`src/hw/ics_pkg.sv`:
```
// constants, types and helper functions for the i2c configuration slave
// assumes one 250 MHz system clock; the bus clock is only sampled, never used as a clock
package ics_pkg;

    // bus rate ceiling the sampler is sized for, and the system clock rate
    localparam int ICS_BUS_MAX_KBPS = 400;
    localparam int ICS_CLK_MHZ = 250;

    // fixed upper part of the 7-bit slave address
    localparam logic [2:0] ICS_ADDR_MSB = 3'h1;

    // general-call address byte and the two command bytes that follow it
    localparam logic [7:0] ICS_GCALL_ADDR = 8'h00;
    localparam logic [7:0] ICS_CMD_SRST = 8'h06;
    localparam logic [7:0] ICS_CMD_RESAMPLE = 8'h04;

    // bits in one byte before the acknowledge slot
    localparam logic [3:0] ICS_BYTE_BITS = 4'h8;

    // cycles between a sampling request and the capture of the select pins;
    // covers the two-stage synchroniser on the pin inputs
    localparam logic [1:0] ICS_SAMP_DLY = 2'h3;

    // reset values
    localparam logic [7:0] ICS_PTR_RST = 8'h00;
    localparam logic [3:0] ICS_LSB_RST = 4'h0;

    // three-level select pin codes, as delivered by the pin comparators
    localparam logic [1:0] ICS_LVL_LOW = 2'h0;
    localparam logic [1:0] ICS_LVL_MID = 2'h1;
    localparam logic [1:0] ICS_LVL_HIGH = 2'h2;

    // pending general-call actions
    localparam logic [1:0] ICS_GC_NONE = 2'h0;
    localparam logic [1:0] ICS_GC_SRST = 2'h1;
    localparam logic [1:0] ICS_GC_RESAMPLE = 2'h2;

    typedef enum logic [6:0] {
        ICS_ST_IDLE = 7'h01,
        ICS_ST_DEVADR = 7'h02,
        ICS_ST_REGADR = 7'h04,
        ICS_ST_WDATA = 7'h08,
        ICS_ST_RDATA = 7'h10,
        ICS_ST_GCALL = 7'h20,
        ICS_ST_IGNORE = 7'h40
    } ics_state_e;

    typedef struct packed {
        logic [7:0] addr;
        logic [7:0] data;
    } ics_wr_s;

    // one select pin level to two address bits: low 00, mid 01, high 11
    function automatic logic [1:0] ics_tern_bits(input logic [1:0] lvl);
        case (lvl)
            ICS_LVL_MID: ics_tern_bits = 2'h1;
            ICS_LVL_HIGH: ics_tern_bits = 2'h3;
            default: ics_tern_bits = 2'h0;
        endcase
    endfunction : ics_tern_bits

endpackage : ics_pkg

```
`src/hw/ics_bus_cond.sv`:
```
// finds clock edges and start / stop conditions on the synchronised bus lines
// assumes scl and sda have already passed the synchroniser; outputs are one-cycle pulses
module ics_bus_cond (
    input wire logic clk_in,   // system clock
    input wire logic rst_in,   // async reset, active high
    input wire logic scl_in,   // synchronised bus clock
    input wire logic sda_in,   // synchronised bus data
    output logic scl_rise_out, // bus clock rose
    output logic scl_fall_out, // bus clock fell
    output logic start_out,    // start or repeated start
    output logic stop_out      // stop
);
    logic scl_d_reg;
    logic sda_d_reg;

    always_ff @(posedge clk_in or posedge rst_in) begin
        if (rst_in) begin
            scl_d_reg <= 1'b1;
            sda_d_reg <= 1'b1;
        end else begin
            scl_d_reg <= scl_in;
            sda_d_reg <= sda_in;
        end
    end

    assign scl_rise_out = scl_in & ~scl_d_reg;
    assign scl_fall_out = ~scl_in & scl_d_reg;
    // data moving while the clock stays high marks a bus condition
    assign start_out = scl_in & scl_d_reg & sda_d_reg & ~sda_in;
    assign stop_out = scl_in & scl_d_reg & ~sda_d_reg & sda_in;

endmodule : ics_bus_cond

```
`src/hw/ics_i2c_slave.sv`:
```
// i2c slave port giving an outside master access to the configuration registers
// assumes the register file sits on clk_in, answers reg_rd_data_in combinationally
// for reg_addr_out, ignores writes to addresses it lacks, and that the pad ties
// sda low while sda_oe_out is high.
// Summary of operation
// - slave only, 7-bit address, up to 400 kbit/s
// - never stretches clock; master uses listed transfers only
// - upper three address bits fixed at 001
// - two three-level pins give lower four bits
// - last address bit: 0 write, 1 read
// - bytes after register address are acknowledged write data
// - writes to missing registers dropped silently
// - device sends bytes while master keeps acknowledging
// - reads of missing registers return anything
// - write, read, soft reset, address commands supported
// - general-call reset acts like power-up reset
// - soft reset also restores all trimming values
// - select pins latched at power-up set address
// - bus command re-samples the select pins
// - write takes effect on last data bit's falling clock
module ics_i2c_slave
    import ics_pkg::*;
(
    input wire logic clk_in,                     // 250 MHz system clock
    input wire logic rst_in,                     // async power-up reset, active high
    input wire logic scl_in,                     // bus clock pin
    input wire logic sda_in,                     // bus data pin level
    output logic sda_out,                        // bus data drive value, always low
    output logic sda_oe_out,                     // bus data pulled low when high
    input wire logic [1:0] addr_sel_high_pin_in, // high select pin level code
    input wire logic [1:0] addr_sel_low_pin_in,  // low select pin level code
    output logic [7:0] reg_addr_out,             // register pointer for reads
    input wire logic [7:0] reg_rd_data_in,       // read data for reg_addr_out
    output logic reg_wr_valid_out,               // one-cycle write strobe
    output ics_pkg::ics_wr_s reg_wr_out,         // write address and data
    output logic soft_reset_out,                 // one-cycle reset to config and trim logic
    output logic [6:0] slave_addr_out            // current 7-bit slave address
);
    import ics_pkg::*;

    logic [1:0] bus_s;
    logic [3:0] pins_s;
    logic scl_s;
    logic sda_s;
    logic scl_rise;
    logic scl_fall;
    logic start_det;
    logic stop_det;

    ics_sync #(.WIDTH(2)) u_bus_sync (
        .clk_in(clk_in),
        .rst_in(rst_in),
        .async_in({scl_in, sda_in}),
        .sync_out(bus_s)
    );

    ics_sync #(.WIDTH(4)) u_pin_sync (
        .clk_in(clk_in),
        .rst_in(rst_in),
        .async_in({addr_sel_high_pin_in, addr_sel_low_pin_in}),
        .sync_out(pins_s)
    );

    assign scl_s = bus_s[1];
    assign sda_s = bus_s[0];

    ics_bus_cond u_cond (
        .clk_in(clk_in),
        .rst_in(rst_in),
        .scl_in(scl_s),
        .sda_in(sda_s),
        .scl_rise_out(scl_rise),
        .scl_fall_out(scl_fall),
        .start_out(start_det),
        .stop_out(stop_det)
    );

    ics_state_e st_reg, st_next;
    logic [3:0] bit_cnt_reg, bit_cnt_next;
    logic [7:0] shift_reg, shift_next;
    logic ack_ph_reg, ack_ph_next;
    logic oe_reg, oe_next;
    logic mack_reg, mack_next;
    logic [7:0] ptr_reg, ptr_next;
    logic [1:0] gc_act_reg, gc_act_next;
    logic [3:0] lsb_reg, lsb_next;
    logic [1:0] samp_cnt_reg, samp_cnt_next;
    logic wr_valid_reg, wr_valid_next;
    ics_wr_s wr_reg, wr_next;
    logic srst_reg, srst_next;
    logic [6:0] my_addr;

    assign my_addr = {ICS_ADDR_MSB, lsb_reg};

    always_comb begin
        st_next = st_reg;
        bit_cnt_next = bit_cnt_reg;
        shift_next = shift_reg;
        ack_ph_next = ack_ph_reg;
        oe_next = oe_reg;
        mack_next = mack_reg;
        ptr_next = ptr_reg;
        gc_act_next = gc_act_reg;
        lsb_next = lsb_reg;
        samp_cnt_next = samp_cnt_reg;
        wr_valid_next = 1'b0;
        wr_next = wr_reg;
        srst_next = 1'b0;

        // address capture waits for the pin synchroniser to settle
        if (samp_cnt_reg != 2'h0) begin
            samp_cnt_next = samp_cnt_reg - 2'h1;
            if (samp_cnt_reg == 2'h1) begin
                lsb_next = {ics_tern_bits(pins_s[3:2]), ics_tern_bits(pins_s[1:0])};
            end
        end

        if (stop_det) begin
            st_next = ICS_ST_IDLE;
            oe_next = 1'b0;
            ack_ph_next = 1'b0;
            gc_act_next = ICS_GC_NONE;
        end else if (start_det) begin
            // a repeated start keeps the pointer so a read follows the written address
            st_next = ICS_ST_DEVADR;
            bit_cnt_next = 4'h0;
            ack_ph_next = 1'b0;
            oe_next = 1'b0;
            gc_act_next = ICS_GC_NONE;
        end else if (st_reg != ICS_ST_IDLE && st_reg != ICS_ST_IGNORE) begin
            if (scl_rise) begin
                if (ack_ph_reg) begin
                    mack_next = ~sda_s;
                end else begin
                    bit_cnt_next = bit_cnt_reg + 4'h1;
                    if (st_reg != ICS_ST_RDATA) begin
                        shift_next = {shift_reg[6:0], sda_s};
                    end
                end
            end else if (scl_fall) begin
                if (ack_ph_reg) begin
                    // end of the acknowledge slot
                    ack_ph_next = 1'b0;
                    bit_cnt_next = 4'h0;
                    oe_next = 1'b0;
                    if (st_reg == ICS_ST_RDATA) begin
                        if (mack_reg) begin
                            shift_next = reg_rd_data_in;
                            oe_next = ~reg_rd_data_in[7];
                            ptr_next = ptr_reg + 8'h1;
                        end else begin
                            // nack ends the read; only stop or start wake us
                            st_next = ICS_ST_IGNORE;
                        end
                    end
                    if (gc_act_reg == ICS_GC_SRST) begin
                        srst_next = 1'b1;
                        st_next = ICS_ST_IDLE;
                        ptr_next = ICS_PTR_RST;
                        samp_cnt_next = ICS_SAMP_DLY;
                    end else if (gc_act_reg == ICS_GC_RESAMPLE) begin
                        samp_cnt_next = ICS_SAMP_DLY;
                    end
                    gc_act_next = ICS_GC_NONE;
                end else if (bit_cnt_reg == ICS_BYTE_BITS) begin
                    ack_ph_next = 1'b1;
                    case (st_reg)
                        ICS_ST_DEVADR: begin
                            if (shift_reg[7:1] == my_addr) begin
                                oe_next = 1'b1;
                                mack_next = 1'b1;
                                st_next = shift_reg[0] ? ICS_ST_RDATA : ICS_ST_REGADR;
                            end else if (shift_reg == ICS_GCALL_ADDR) begin
                                oe_next = 1'b1;
                                st_next = ICS_ST_GCALL;
                            end else begin
                                st_next = ICS_ST_IGNORE;
                            end
                        end
                        ICS_ST_REGADR: begin
                            ptr_next = shift_reg;
                            oe_next = 1'b1;
                            st_next = ICS_ST_WDATA;
                        end
                        ICS_ST_WDATA: begin
                            // every byte is taken; absent registers drop it outside
                            wr_valid_next = 1'b1;
                            wr_next.addr = ptr_reg;
                            wr_next.data = shift_reg;
                            ptr_next = ptr_reg + 8'h1;
                            oe_next = 1'b1;
                        end
                        ICS_ST_GCALL: begin
                            if (shift_reg == ICS_CMD_SRST) begin
                                gc_act_next = ICS_GC_SRST;
                                oe_next = 1'b1;
                            end else if (shift_reg == ICS_CMD_RESAMPLE) begin
                                gc_act_next = ICS_GC_RESAMPLE;
                                oe_next = 1'b1;
                            end else begin
                                st_next = ICS_ST_IGNORE;
                            end
                        end
                        ICS_ST_RDATA: begin
                            oe_next = 1'b0; // release for the master's answer
                        end
                        default: begin
                            st_next = ICS_ST_IGNORE;
                        end
                    endcase
                end else if (st_reg == ICS_ST_RDATA) begin
                    // data changes only while the clock is low; we never hold the clock
                    shift_next = {shift_reg[6:0], 1'b0};
                    oe_next = ~shift_reg[6];
                end
            end
        end
    end

    always_ff @(posedge clk_in or posedge rst_in) begin
        if (rst_in) begin
            st_reg <= ICS_ST_IDLE;
            bit_cnt_reg <= 4'h0;
            shift_reg <= 8'h00;
            ack_ph_reg <= 1'b0;
            oe_reg <= 1'b0;
            mack_reg <= 1'b0;
            ptr_reg <= ICS_PTR_RST;
            gc_act_reg <= ICS_GC_NONE;
            lsb_reg <= ICS_LSB_RST;
            samp_cnt_reg <= ICS_SAMP_DLY;
            wr_valid_reg <= 1'b0;
            wr_reg <= '0;
            srst_reg <= 1'b0;
        end else begin
            st_reg <= st_next;
            bit_cnt_reg <= bit_cnt_next;
            shift_reg <= shift_next;
            ack_ph_reg <= ack_ph_next;
            oe_reg <= oe_next;
            mack_reg <= mack_next;
            ptr_reg <= ptr_next;
            gc_act_reg <= gc_act_next;
            lsb_reg <= lsb_next;
            samp_cnt_reg <= samp_cnt_next;
            wr_valid_reg <= wr_valid_next;
            wr_reg <= wr_next;
            srst_reg <= srst_next;
        end
    end

    assign sda_out = 1'b0;
    assign sda_oe_out = oe_reg;
    assign reg_addr_out = ptr_reg;
    assign reg_wr_valid_out = wr_valid_reg;
    assign reg_wr_out = wr_reg;
    assign soft_reset_out = srst_reg;
    assign slave_addr_out = my_addr;
endmodule : ics_i2c_slave

```
`src/hw/ics_sync.sv`:
```
// two-stage synchroniser for a group of asynchronous inputs
// assumes the inputs are levels that stay put for several clock periods
module ics_sync #(
    parameter int WIDTH = 2
) (
    input wire logic clk_in,               // system clock
    input wire logic rst_in,               // async reset, active high
    input wire logic [WIDTH-1:0] async_in, // asynchronous levels
    output logic [WIDTH-1:0] sync_out      // synchronised levels
);
    logic [WIDTH-1:0] meta_reg;
    logic [WIDTH-1:0] sync_reg;

    always_ff @(posedge clk_in or posedge rst_in) begin
        if (rst_in) begin
            meta_reg <= '1;
            sync_reg <= '1;
        end else begin
            meta_reg <= async_in;
            sync_reg <= meta_reg;
        end
    end

    assign sync_out = sync_reg;

endmodule : ics_sync

```
`config.mk`:
```
export PLATFORM = sky130hd
export DESIGN_NAME = ics_i2c_slave
export DESIGN_NICKNAME = d
export VERILOG_FILES = /design/src/hw/ics_pkg.sv /design/src/hw/ics_bus_cond.sv /design/src/hw/ics_i2c_slave.sv /design/src/hw/ics_sync.sv
export SDC_FILE = /design/constraint.sdc
export NUM_CORES = 1
export LEC_CHECK = 0
export ABC_AREA = 1
export BUFFER_PORTS_ARGS = -buffer_cell sky130_fd_sc_hd__buf_2
export CORE_ASPECT_RATIO = 1.4
export CORE_MARGIN = 2
export CORE_UTILIZATION = 33
export CTS_BUF_LIST = sky130_fd_sc_hd__clkbuf_4 sky130_fd_sc_hd__clkbuf_8
export CTS_CLUSTER_DIAMETER = 60
export CTS_CLUSTER_SIZE = 30
export DETAILED_ROUTE_END_ITERATION = 6
export GPL_TIMING_DRIVEN = 0
export PLACE_DENSITY_LB_ADDON = 0.05
export SYNTH_ARGS = -nofsm -noshare
export SYNTH_HDL_FRONTEND = slang
export SYNTH_SLANG_ARGS = --single-unit
```
`constraint.sdc`:
```
create_clock -name clk_in -period 4.5 [get_ports clk_in]
set_input_delay 1.125 -clock clk_in [delete_from_list [all_inputs] [get_ports clk_in]]
set_output_delay 1.125 -clock clk_in [all_outputs]
set_load 0.005 [all_outputs]
```
==> impl_table.tex, run 1 <==
\begin{tabular}{lr}
\hline
Metric & Value \\
\hline
\multicolumn{2}{l}{\textbf{Clocking}} \\
Hold bufs inserted after CTS & 0 \\
Setup bufs post-CTS & 0 \\
Clock Latency Late Sink & 0.36 ns \\
CTS tree & yes \\
Clock-pin transition on the worst setup and hold timing paths & 0.09 ns \\
Sink count of the clock tree & 70 \\
H-tree levels & 3 \\
Number of buffers created by CTS & 9 \\
Post-CTS resize count & 0 \\
Buffers from clock root to sink, at most & 2 \\
Clock root buffer master & sky130\_fd\_sc\_hd\_\_clkbuf\_8 \\
\multicolumn{2}{l}{\textbf{Logic synthesis}} \\
Fraction of post-synthesis cell area in the top cell type by area & 0.353 \\
Largest cells by area after synthesis & sky130\_fd\_sc\_hd\_\_dfrtp\_1 35\%, sky130\_fd\_sc\_hd\_\_dfstp\_2 12\%, sky130\_fd\_sc\_hd\_\_nand2\_1 12\%, sky130\_fd\_sc\_hd\_\_inv\_1 4.6\%, sky130\_fd\_sc\_hd\_\_nand3\_1 4.3\% \\
Mean Syn Cell Area & 8.14 sq um \\
Register bit total from synthesis & 70 \\
Yosys Warn Count & 0 \\
Most common flop cell mapped by yosys & sky130\_fd\_sc\_hd\_\_dfrtp\_1 \\
Distinct cells, synth & 40 \\
Syn Std Cell Area & 3750 sq um \\
Synthesized instance count & 461 \\
Cell accounting for the most synthesized area & sky130\_fd\_sc\_hd\_\_dfrtp\_1 \\
Asr flop ratio synth & 1.00 \\
Portion of the post-synthesis area used by sequential elements & 0.472 \\
Number of synthesized flops with an enable pin & 0 \\
\multicolumn{2}{l}{\textbf{Timing}} \\
Number of slew-limit violations in the final report & 0 \\
Worst-case clock skew & 0.0147 ns \\
Total negative setup slack & 0 ns \\
Setup Viol. Count Final & 0 \\
Final hold viol count & 0 \\
RSZ-0062 raised after global routing & false \\
Post-layout minimum cycle time & 2.13 ns \\
Fmax & 471 MHz \\
Post-route worst hold slack & 0.358 ns \\
Final cycle utilization of the critical path & 0.472 \\
\multicolumn{2}{l}{\textbf{Cells and area}} \\
Final Core Density & 0.393 \\
Leading cell types in the layout, fill and taps excluded & 117 x sky130\_fd\_sc\_hd\_\_nand2\_1, 53 x sky130\_fd\_sc\_hd\_\_dfrtp\_1, 49 x sky130\_fd\_sc\_hd\_\_buf\_2 \\
Most common cell after layout, fill and taps aside & sky130\_fd\_sc\_hd\_\_nand2\_1 \\
Diode insertion count for antenna repair & 0 \\
Share of final-layout standard cells stronger than drive strength 1 & 0.276 \\
Post-route cell area & 4410 sq um \\
Synth-to-layout area growth & 17.6\% \\
Total Nets Final & 545 \\
Largest register FFs & 16 \\
\multicolumn{2}{l}{\textbf{Pwr}} \\
Overall power & 1740 uW \\
Power density over the cells & 395 nW/um\^{}2 \\
Leak pwr & 0.00224 uW \\
Worst IR drop on VDD & 0.000130 V \\
\multicolumn{2}{l}{\textbf{Floorplanning}} \\
Full die area & 12,300 sq um \\
Chip width & 94.1 um \\
Placeable core region & 11,200 sq um \\
Starting density of the core & 0.334 \\
Die Ht & 130 um \\
Count of boundary I/O pins & 51 \\
FP Rows & 46 \\
\multicolumn{2}{l}{\textbf{Setup path}} \\
Slowest cell on the critical path & sky130\_fd\_sc\_hd\_\_dfrtp\_1 \\
Minimum setup slack among reg-to-reg paths & 2.44 ns \\
Crit path max fanout & 6 \\
Data required time at the worst endpoint & 3.38 ns \\
Kind of cell adding the most delay to the critical path & flip-flops \\
Cell breakdown of the critical path & buf\_2 \\
Number of buffers and inverters on the critical path & 1 \\
R2R cell count & 11 \\
Data arrival time of the worst path & 1.00 ns \\
Max stage delay on crit path & 0.48 ns \\
Category of the worst setup path launch point & flip-flop \\
Sort of element at the end of the critical path & primary output \\
Critical Setup Path Class & flip-flop to primary output \\
R2r endpoint & st\_reg[3]\$\_DFFE\_PP0P\_ \\
Reg-to-reg startpoint & u\_bus\_sync.sync\_out[1]\$\_DFF\_PP1\_ \\
\multicolumn{2}{l}{\textbf{Routing}} \\
Final routed wirelength across all metal layers & 9.70 mm \\
Remaining number of nets flagged by the antenna check after routing & 0 \\
Post-route DRC & 0 \\
Router iterations before antenna repair & 4 \\
Vias/cell & 4.62 \\
Total number of vias & 3,098 \\
Starting DRT DRC Count & 96 \\
Average wire length per cell after detail routing & 14.5 um \\
\multicolumn{2}{l}{\textbf{Run}} \\
Reported max-cap violation count & 0 \\
\multicolumn{2}{l}{\textbf{Global route}} \\
Antenna violations before repair & 0 \\
Total GRT Usage & 0.171 \\
Pin count of the biggest net entering global routing & 38 \\
First-pass GRT wire length & 15.9 mm \\
Sum of overflow across all layers after global routing & 0 \\
Number of global-route vias before repair & 3,137 \\
\multicolumn{2}{l}{\textbf{Placement}} \\
Routability congestion estimate from global placement & 0.910 \\
DP Area & 4190 sq um \\
Count of input and output buffers & 46 \\
Post-DP HPWL & 7.54 mm \\
\multicolumn{2}{l}{\textbf{Worst hold path}} \\
End of the worst hold path & u\_pin\_sync.sync\_out[2]\$\_DFF\_PP1\_ \\
HP Class & flip-flop to flip-flop \\
Worst Hold Depth & 0 \\
Worst Min Path Start & u\_pin\_sync.meta\_reg[2]\$\_DFF\_PP1\_ \\
\multicolumn{2}{l}{\textbf{Status}} \\
Result of the run & finished clean \\
\hline
\end{tabular}
-- per-stage QoR --
stage / setup WS [ns] / instances
after floorplan: 1.63 / 463
after global placement: 0.626 / 653
after detailed placement: 2.40 / 654
after CTS: 2.34 / 670
after global routing: 2.26 / 670
final: 2.37 / 670
-- how the worst max path moves through the flow --
stage,startpoint,to,slack (ns),cells after the start
2_1_floorplan,rst_in,ack_ph_reg$_DFFE_PP0P_,1.63,1
3_3_place_gp,rst_in,bit_cnt_reg[3]$_DFFE_PP0P_,0.63,2
3_5_place_dp,u_bus_sync.sync_out[1]$_DFF_PP1_,st_reg[3]$_DFFE_PP0P_,2.40,11
4_1_cts,reg_addr_out[2]$_DFFE_PP0P_,reg_addr_out[2],2.34,1
5_1_grt,u_bus_sync.sync_out[1]$_DFF_PP1_,st_reg[3]$_DFFE_PP0P_,2.26,11
6_report,reg_addr_out[2]$_DFFE_PP0P_,reg_addr_out[2],2.37,1
-- worst register-to-register path, delay by kind of cell, from the launching register on --
kind / cells / cell delay (ns)
and+or+nand+nor: 8 / 1.05
adders and majority gates: 1 / 0.21
buffers and inverters: 2 / 0.17
DFF: 1 / 0.56
-- cell families (layout without fill, tap and decap cells) --
logic type | count (synthesis) | in the layout | synth area share
flops | 70 | 70 | 0.472
buf+inv | 74 | 137 | 0.0850
fa+ha+maj | 8 | 8 | 0.0267
other cells | 2 | 4 | 0.00200
simple gates | 228 | 228 | 0.286
compound gates | 73 | 73 | 0.114
xor+xnor | 6 | 6 | 0.0140
-- layout make-up --
| cell class | instances | area (sq um) |
|---|---|---|
| sequential | 70 | 1770 |
| timing repair buffer | 47 | 250 |
| buffer | 11 | 75.1 |
| tap | 144 | 180 |
| fill | 1203 | 6810 |
| inverter | 63 | 246 |
| clock buffer | 9 | 124 |
| clock inverter | 7 | 96.3 |
| multi-input combinational | 319 | 1670 |
-- synthesized netlist by cell type (5+ instances only) --
| cell type | number |
|---|---|
| sky130_fd_sc_hd__nand2_1 | 117 |
| sky130_fd_sc_hd__dfrtp_1 | 53 |
| sky130_fd_sc_hd__inv_1 | 46 |
| sky130_fd_sc_hd__nor2_1 | 40 |
| sky130_fd_sc_hd__nand3_1 | 32 |
| sky130_fd_sc_hd__o21ai_0 | 29 |
| sky130_fd_sc_hd__dfstp_2 | 17 |
| sky130_fd_sc_hd__o21ai_1 | 15 |
| sky130_fd_sc_hd__inv_2 | 14 |
| sky130_fd_sc_hd__a21oi_1 | 10 |
| sky130_fd_sc_hd__ha_1 | 8 |
| sky130_fd_sc_hd__nor2_2 | 8 |
| sky130_fd_sc_hd__o21ai_2 | 8 |
| sky130_fd_sc_hd__buf_4 | 6 |
| sky130_fd_sc_hd__nand2_2 | 5 |
| sky130_fd_sc_hd__nor3_1 | 5 |
-- power by group --
part / leakage [uW] / internal, uW / total, uW / switching (uW)
sequential: 0.000898 / 697 / 774 / 77.4
combinational: 0.00123 / 142 / 391 / 249
clock: 0.000114 / 315 / 578 / 263
total: 0.00224 / 1150 / 1740 / 589
-- metal layers --
layer / part of all wire / track usage / up-vias
li1: - / - / 1583
met1: 0.41 / 0.189 / 1452
met2: 0.54 / 0.317 / 54
met3: 0.031 / 0.0352 / 9
met4: 0.015 / 0.0673 / 0
met5: 0 / 0 / -
Power figures use the tool's default switching activity.
==> inputs of run 2 (changes only) <==
Clock period 4.5 ns to 1.93 ns, I/O delays scaled along.
==> run 2 against run 1 <==
Net effect:
- routed wire length rose by 2.5%
- setup slack got worse by 2.3 ns
- sequential power rose by 130%
- via count rose by 2.0%
- worst hold slack got worse by 0.13 ns
- clock power rose by 90%
- clock-buffer cell count rose by 2
- final cell count rose by 0.90%
- combinational power rose by 150%
- global-route usage rose by 0.053 points
- critical endpoint is now reg_addr_out[7]$_DFFE_PP0P_
==> impl_table.tex, run 2 (synthesis results as in run 1) <==
\begin{tabular}{lr}
\hline
Metric & Value \\
\hline
\multicolumn{2}{l}{\textbf{Setup path}} \\
Dominant cell type by count on the critical path & sky130\_fd\_sc\_hd\_\_nand2\_1 \\
Category of the worst setup path launch point & flip-flop \\
Cell breakdown of the critical path & inv\_1 -> ha\_4 -> nor2\_4 -> nand3\_2 -> inv\_2 -> nand4\_4 -> buf\_4 -> nand2\_1 -> nand2\_1 \\
Data required time at the worst endpoint & 2.17 ns \\
Sort of element at the end of the critical path & flip-flop \\
Reg-to-reg startpoint & u\_cond.scl\_d\_reg\$\_DFF\_PP1\_ \\
Critical Setup Path Class & flip-flop to flip-flop \\
Number of buffers and inverters on the critical path & 3 \\
Data arrival time of the worst path & 2.06 ns \\
Setup crit start & u\_cond.scl\_d\_reg\$\_DFF\_PP1\_ \\
Max stage delay on crit path & 0.57 ns \\
Kind of cell adding the most delay to the critical path & flip-flops \\
Crit path max fanout & 8 \\
Slowest cell on the critical path & sky130\_fd\_sc\_hd\_\_dfstp\_2 \\
\multicolumn{2}{l}{\textbf{Routing}} \\
Final routed wirelength across all metal layers & 9.94 mm \\
Vias/cell & 4.68 \\
Average wire length per cell after detail routing & 14.7 um \\
Post-route DRC & 0 \\
Total number of vias & 3,161 \\
Starting DRT DRC Count & 108 \\
Remaining number of nets flagged by the antenna check after routing & 0 \\
Router iterations before antenna repair & 5 \\
\multicolumn{2}{l}{\textbf{Cells and area}} \\
Synth-to-layout area growth & 22.1\% \\
Post-route non-filler standard cell count & 676 \\
Layout filler cell count & 1,192 \\
Leading cell types in the layout, fill and taps excluded & 112 x sky130\_fd\_sc\_hd\_\_nand2\_1, 53 x sky130\_fd\_sc\_hd\_\_dfrtp\_1, 47 x sky130\_fd\_sc\_hd\_\_buf\_2 \\
Total Nets Final & 551 \\
Share of final-layout standard cells stronger than drive strength 1 & 0.320 \\
Diode insertion count for antenna repair & 0 \\
Most common cell after layout, fill and taps aside & sky130\_fd\_sc\_hd\_\_nand2\_1 \\
Largest register FFs & 16 \\
\multicolumn{2}{l}{\textbf{Status}} \\
Result of the run & finished clean \\
\multicolumn{2}{l}{\textbf{Timing}} \\
Number of slew-limit violations in the final report & 0 \\
Setup Viol. Count Final & 0 \\
Final hold viol count & 0 \\
Fmax & 551 MHz \\
Worst-Margin Slew & 0.783 ns \\
Post-route worst hold slack & 0.228 ns \\
Normalized max-slew margin & 0.477 \\
Post-layout minimum cycle time & 1.81 ns \\
Worst-case clock skew & 0.00536 ns \\
Final cycle utilization of the critical path & 0.940 \\
\multicolumn{2}{l}{\textbf{Pwr}} \\
Fraction of power consumed by the clock network & 0.284 \\
Portion of total power attributed to combinational logic & 0.248 \\
P\_int & 2490 uW \\
Proportion of total power due to net switching & 0.357 \\
Leak pwr & 0.00227 uW \\
Worst IR drop on VDD & 0.000323 V \\
NetSw & 1380 uW \\
Share of power burned in registers & 0.467 \\
Power density over the cells & 844 nW/um\^{}2 \\
\multicolumn{2}{l}{\textbf{Floorplanning}} \\
Full die area & 12,300 sq um \\
FP Rows & 46 \\
Chip width & 94.1 um \\
Starting density of the core & 0.334 \\
Die Ht & 130 um \\
Placeable core region & 11,200 sq um \\
Count of boundary I/O pins & 51 \\
\multicolumn{2}{l}{\textbf{Global route}} \\
Pin count of the biggest net entering global routing & 38 \\
Number of global-route vias before repair & 3,287 \\
Total GRT Usage & 0.171 \\
First-pass GRT wire length & 16.1 mm \\
Antenna violations before repair & 0 \\
Sum of overflow across all layers after global routing & 0 \\
\multicolumn{2}{l}{\textbf{Placement}} \\
Number of placed instances, taps included & 654 \\
Post-DP HPWL & 7.38 mm \\
Routability congestion estimate from global placement & 0.894 \\
Count of input and output buffers & 46 \\
\multicolumn{2}{l}{\textbf{Clocking}} \\
Clock Latency Late Sink & 0.34 ns \\
Clock root buffer master & sky130\_fd\_sc\_hd\_\_clkbuf\_8 \\
Number of buffers created by CTS & 9 \\
Sink count of the clock tree & 70 \\
H-tree levels & 3 \\
Buffers from clock root to sink, at most & 2 \\
CTS tree & yes \\
Clock-pin transition on the worst setup and hold timing paths & 0.08 ns \\
Hold bufs inserted after CTS & 0 \\
\multicolumn{2}{l}{\textbf{Worst hold path}} \\
Worst Min Path Start & addr\_sel\_high\_pin\_in[1] \\
HP Class & input pin to flip-flop \\
\multicolumn{2}{l}{\textbf{Run}} \\
Reported max-cap violation count & 0 \\
\hline
\end{tabular}
-- run 2: worst paths after layout --
kind	depth (start not counted)	slack, ns	endpoint
setup reg to reg	9	0.12	reg_addr_out[7]$_DFFE_PP0P_
hold reg to reg	0	0.36	u_pin_sync.sync_out[3]$_DFF_PP1_
max in group asynchronous	3	0.96	st_reg[0]$_DFFE_PP1P_
setup / recovery	9	0.12	reg_addr_out[7]$_DFFE_PP0P_
min in group asynchronous	2	0.26	reg_wr_out[7]$_DFFE_PP0P_
hold / removal	1	0.23	u_pin_sync.meta_reg[3]$_DFF_PP1_
-- run 2: what timing repair did --
action                     CTS  global route
buffers inserted             3             2
gates resized for setup     15            24
setup endpoints to repair   34            44
pin swaps                    3             6
gates cloned                 0             1
-- run 2: power groups by stage --
stage	sequential (uW)	clock [uW]	combinational [uW]
2_1_floorplan	1760	0	706
3_3_place_gp	1830	0	917
3_5_place_dp	1830	0	933
4_1_cts	1810	1150	945
5_1_grt	1830	1200	1110
6_report	1810	1100	961
-- run 2: stage by stage --
stage	power [uW]	TNS [ns]	utilization	setup slack, ns	cell area (sq um)
global placement	2740	-1.62	0.372	-0.104	4170
finish	3870	0	0.408	0.116	4580
CTS	3900	-0.00143	0.397	-0.00143	4450
detailed placement	2760	-2.49	0.374	-0.147	4190
global route	4140	-0.00812	0.408	-0.00663	4580
floorplan	2470	0	-	0.187	3760
-- run 2: area by class of cell --
| type | instances | area (sq um) | area share |
|---|---|---|---|
| buffer | 11 | 91.3 | 0.0199 |
| clock inverter | 5 | 35.0 | 0.00764 |
| tap | 144 | 180 | 0.0393 |
| timing repair buffer | 53 | 313 | 0.0683 |
| clock buffer | 11 | 145 | 0.0317 |
| sequential | 70 | 1770 | 0.387 |
| multi-input combinational | 319 | 1790 | 0.391 |
| inverter | 63 | 253 | 0.0551 |
-- run 2: worst register-to-register path, delay by kind of cell, from the launching register on --
kind / cells / cell delay [ns]
DFF: 1 / 0.57
and+or+nand+nor: 5 / 0.54
buffers and inverters: 3 / 0.40
adders and majority gates: 1 / 0.20
-- run 2: layer usage --
layer	vias up	global-route usage	wire, um
li1	1600	-	-
met1	1490	0.191	4070
met2	58	0.323	5370
met3	13	0.0341	300
met4	0	0.0554	204
met5	-	0	0
==> inputs of run 3 (changes only) <==
Settings changed: CTS_BUF_LIST sky130_fd_sc_hd__clkbuf_4 sky130_fd_sc_hd__clkbuf_8 to sky130_fd_sc_hd__clkbuf_4.
==> run 3 against run 2 <==
Net effect:
- first-iteration DRC count rose by 2.8%
- non-clock buffer count rose by 2
- utilization shrank 0.51 points
- final cell count up 0.44%
- clock skew rose by 0.0057 ns
- global-route usage about the same
- via count is 0.54% higher
- routed wire length is essentially flat
- sequential cell count is the same
- critical path type unchanged
==> impl_table.tex, run 3 (synthesis results as in run 1) <==
\begin{tabular}{lr}
\hline
Metric & Value \\
\hline
\multicolumn{2}{l}{\textbf{Setup path}} \\
Data required time at the worst endpoint & 2.26 ns \\
Reg-to-reg startpoint & u\_cond.scl\_d\_reg\$\_DFF\_PP1\_ \\
Number of stages on the worst setup path & 9 \\
Kind of cell adding the most delay to the critical path & flip-flops \\
Crit path max fanout & 10 \\
Cell breakdown of the critical path & inv\_1 -> ha\_4 -> a31oi\_1 -> nand2\_4 -> nor2\_4 -> nand2\_4 -> buf\_6 -> nand2\_2 -> o21ai\_2 \\
Max stage delay on crit path & 0.58 ns \\
Category of the worst setup path launch point & flip-flop \\
R2r endpoint & shift\_reg[7]\$\_DFFE\_PP0P\_ \\
Minimum setup slack among reg-to-reg paths & 0.08 ns \\
Capturing element of the worst setup path & shift\_reg[7]\$\_DFFE\_PP0P\_ \\
Data arrival time of the worst path & 2.17 ns \\
R2R cell count & 9 \\
Number of buffers and inverters on the critical path & 2 \\
Sort of element at the end of the critical path & flip-flop \\
Critical Setup Path Class & flip-flop to flip-flop \\
Dominant cell type by count on the critical path & sky130\_fd\_sc\_hd\_\_nand2\_4 \\
Slowest cell on the critical path & sky130\_fd\_sc\_hd\_\_dfstp\_2 \\
Setup crit start & u\_cond.scl\_d\_reg\$\_DFF\_PP1\_ \\
\multicolumn{2}{l}{\textbf{Placement}} \\
Post-DP HPWL & 7.38 mm \\
Count of input and output buffers & 46 \\
DP Worst Slack & -0.147 ns \\
Number of placed instances, taps included & 654 \\
Routability congestion estimate from global placement & 0.894 \\
\multicolumn{2}{l}{\textbf{Cells and area}} \\
Leading cell types in the layout, fill and taps excluded & 112 x sky130\_fd\_sc\_hd\_\_nand2\_1, 53 x sky130\_fd\_sc\_hd\_\_dfrtp\_1, 47 x sky130\_fd\_sc\_hd\_\_buf\_2 \\
Combined area of the multi-input logic cells & 1780 sq um \\
Synth-to-layout area growth & 20.6\% \\
Layout filler cell count & 1,204 \\
Share of final-layout standard cells stronger than drive strength 1 & 0.316 \\
Total Nets Final & 553 \\
Most common cell after layout, fill and taps aside & sky130\_fd\_sc\_hd\_\_nand2\_1 \\
Largest register FFs & 16 \\
Post-route non-filler standard cell count & 679 \\
Register area & 1770 sq um \\
\multicolumn{2}{l}{\textbf{Routing}} \\
Starting DRT DRC Count & 111 \\
Total number of vias & 3,178 \\
Remaining number of nets flagged by the antenna check after routing & 0 \\
Average wire length per cell after detail routing & 14.6 um \\
Post-route DRC & 0 \\
Final routed wirelength across all metal layers & 9.94 mm \\
Vias/cell & 4.68 \\
Router iterations before antenna repair & 4 \\
\multicolumn{2}{l}{\textbf{Timing}} \\
Worst-case clock skew & 0.0111 ns \\
Final hold viol count & 0 \\
Post-layout worst setup margin & 0.0841 ns \\
Post-layout minimum cycle time & 1.85 ns \\
RSZ-0062 raised after global routing & true \\
Number of slew-limit violations in the final report & 0 \\
Setup Viol. Count Final & 0 \\
Final cycle utilization of the critical path & 0.956 \\
Worst-Margin Slew & 0.782 ns \\
Fmax & 542 MHz \\
Post-route worst hold slack & 0.142 ns \\
Normalized max-slew margin & 0.478 \\
\multicolumn{2}{l}{\textbf{Clocking}} \\
Clock root buffer master & sky130\_fd\_sc\_hd\_\_clkbuf\_4 \\
CTS tree & yes \\
H-tree levels & 3 \\
Buffers from clock root to sink, at most & 2 \\
Clock-pin transition on the worst setup and hold timing paths & 0.12 ns \\
Sink count of the clock tree & 70 \\
Hold bufs inserted after CTS & 0 \\
Clock Latency Late Sink & 0.42 ns \\
Number of buffers created by CTS & 9 \\
\multicolumn{2}{l}{\textbf{Global route}} \\
First-pass GRT wire length & 16.1 mm \\
Pin count of the biggest net entering global routing & 38 \\
Antenna violations before repair & 1 \\
Sum of overflow across all layers after global routing & 0 \\
Number of global-route vias before repair & 3,276 \\
Total GRT Usage & 0.171 \\
\multicolumn{2}{l}{\textbf{Pwr}} \\
Proportion of total power due to net switching & 0.374 \\
Leak pwr & 0.00226 uW \\
Portion of total power attributed to combinational logic & 0.270 \\
Worst IR drop on VDD & 0.000419 V \\
Share of power burned in registers & 0.500 \\
Fraction of power consumed by the clock network & 0.230 \\
NetSw & 1350 uW \\
P\_int & 2260 uW \\
Overall power & 3600 uW \\
Power density over the cells & 796 nW/um\^{}2 \\
\multicolumn{2}{l}{\textbf{Floorplanning}} \\
FP Rows & 46 \\
Die Ht & 130 um \\
Starting density of the core & 0.334 \\
Full die area & 12,300 sq um \\
Chip width & 94.1 um \\
Placeable core region & 11,200 sq um \\
Count of boundary I/O pins & 51 \\
\multicolumn{2}{l}{\textbf{Status}} \\
Result of the run & finished clean \\
\multicolumn{2}{l}{\textbf{Run}} \\
Reported max-cap violation count & 0 \\
\multicolumn{2}{l}{\textbf{Worst hold path}} \\
HP Class & input pin to flip-flop \\
\hline
\end{tabular}
run 3: how the worst min path moves through the flow:
stage                     slack [ns]                        startpoint                                to  cells after the start
after CTS                       0.10           addr_sel_high_pin_in[0]  u_pin_sync.meta_reg[2]$_DFF_PP1_                      1
after global placement          0.35  u_pin_sync.meta_reg[3]$_DFF_PP1_  u_pin_sync.sync_out[3]$_DFF_PP1_                      0
after floorplan                 0.35  u_bus_sync.meta_reg[0]$_DFF_PP1_  u_bus_sync.sync_out[0]$_DFF_PP1_                      0
after detailed placement        0.35  u_pin_sync.meta_reg[3]$_DFF_PP1_  u_pin_sync.sync_out[3]$_DFF_PP1_                      0
after global routing            0.09           addr_sel_high_pin_in[1]  u_pin_sync.meta_reg[3]$_DFF_PP1_                      1
final                           0.14                            scl_in  u_bus_sync.meta_reg[1]$_DFF_PP1_                      1
run 3: layer usage:
layer	global-route usage	routed length [um]	vias to the layer above
li1	-	-	1602
met1	0.191	4100	1496
met2	0.318	5300	62
met3	0.0318	280	18
met4	0.0665	256	0
met5	0	0	-
run 3: what timing repair did:
action                                  in CTS  in global routing
endpoints found under the setup margin      36                 44
setup buffers                                3                  4
pin swaps                                    3                  7
gates resized for setup                     15                 23
gates cloned                                 0                  1
run 3: layout make-up:
class | count | area share
multi-input cells | 319 | 0.394
flip-flops and latches | 70 | 0.392
repair buffers | 55 | 0.0724
inverters | 63 | 0.0558
well taps | 144 | 0.0398
plain buffers | 11 | 0.0202
clock buffers | 10 | 0.0166
clock inverters | 6 | 0.00857
diodes | 1 | 0.000553
run 3: stage by stage:
step	area [sq um]	util	TNS (ns)
after floorplan	3760	-	0
after global placement	4170	0.372	-1.62
after detailed placement	4190	0.374	-2.49
after CTS	4380	0.391	-0.0233
after global routing	4530	0.403	-0.0320
final	4530	0.403	0
run 3: power by group through the flow:
stage          registers (uW)  logic, uW  clock network, uW
2_1_floorplan            1760        706                  0
3_3_place_gp             1830        917                  0
3_5_place_dp             1830        933                  0
4_1_cts                  1810        945                882
5_1_grt                  1830       1120                928
6_report                 1800        974                828
run 3: worst reg2reg max path, delay by kind of cell (launching register included):
| family | cells | cell delay [ns] |
|---|---|---|
| adders and majority gates | 1 | 0.23 |
| AOI/OAI and AO/OA | 2 | 0.28 |
| DFF | 1 | 0.58 |
| and+or+nand+nor | 4 | 0.40 |
| buffers and inverters | 2 | 0.25 |
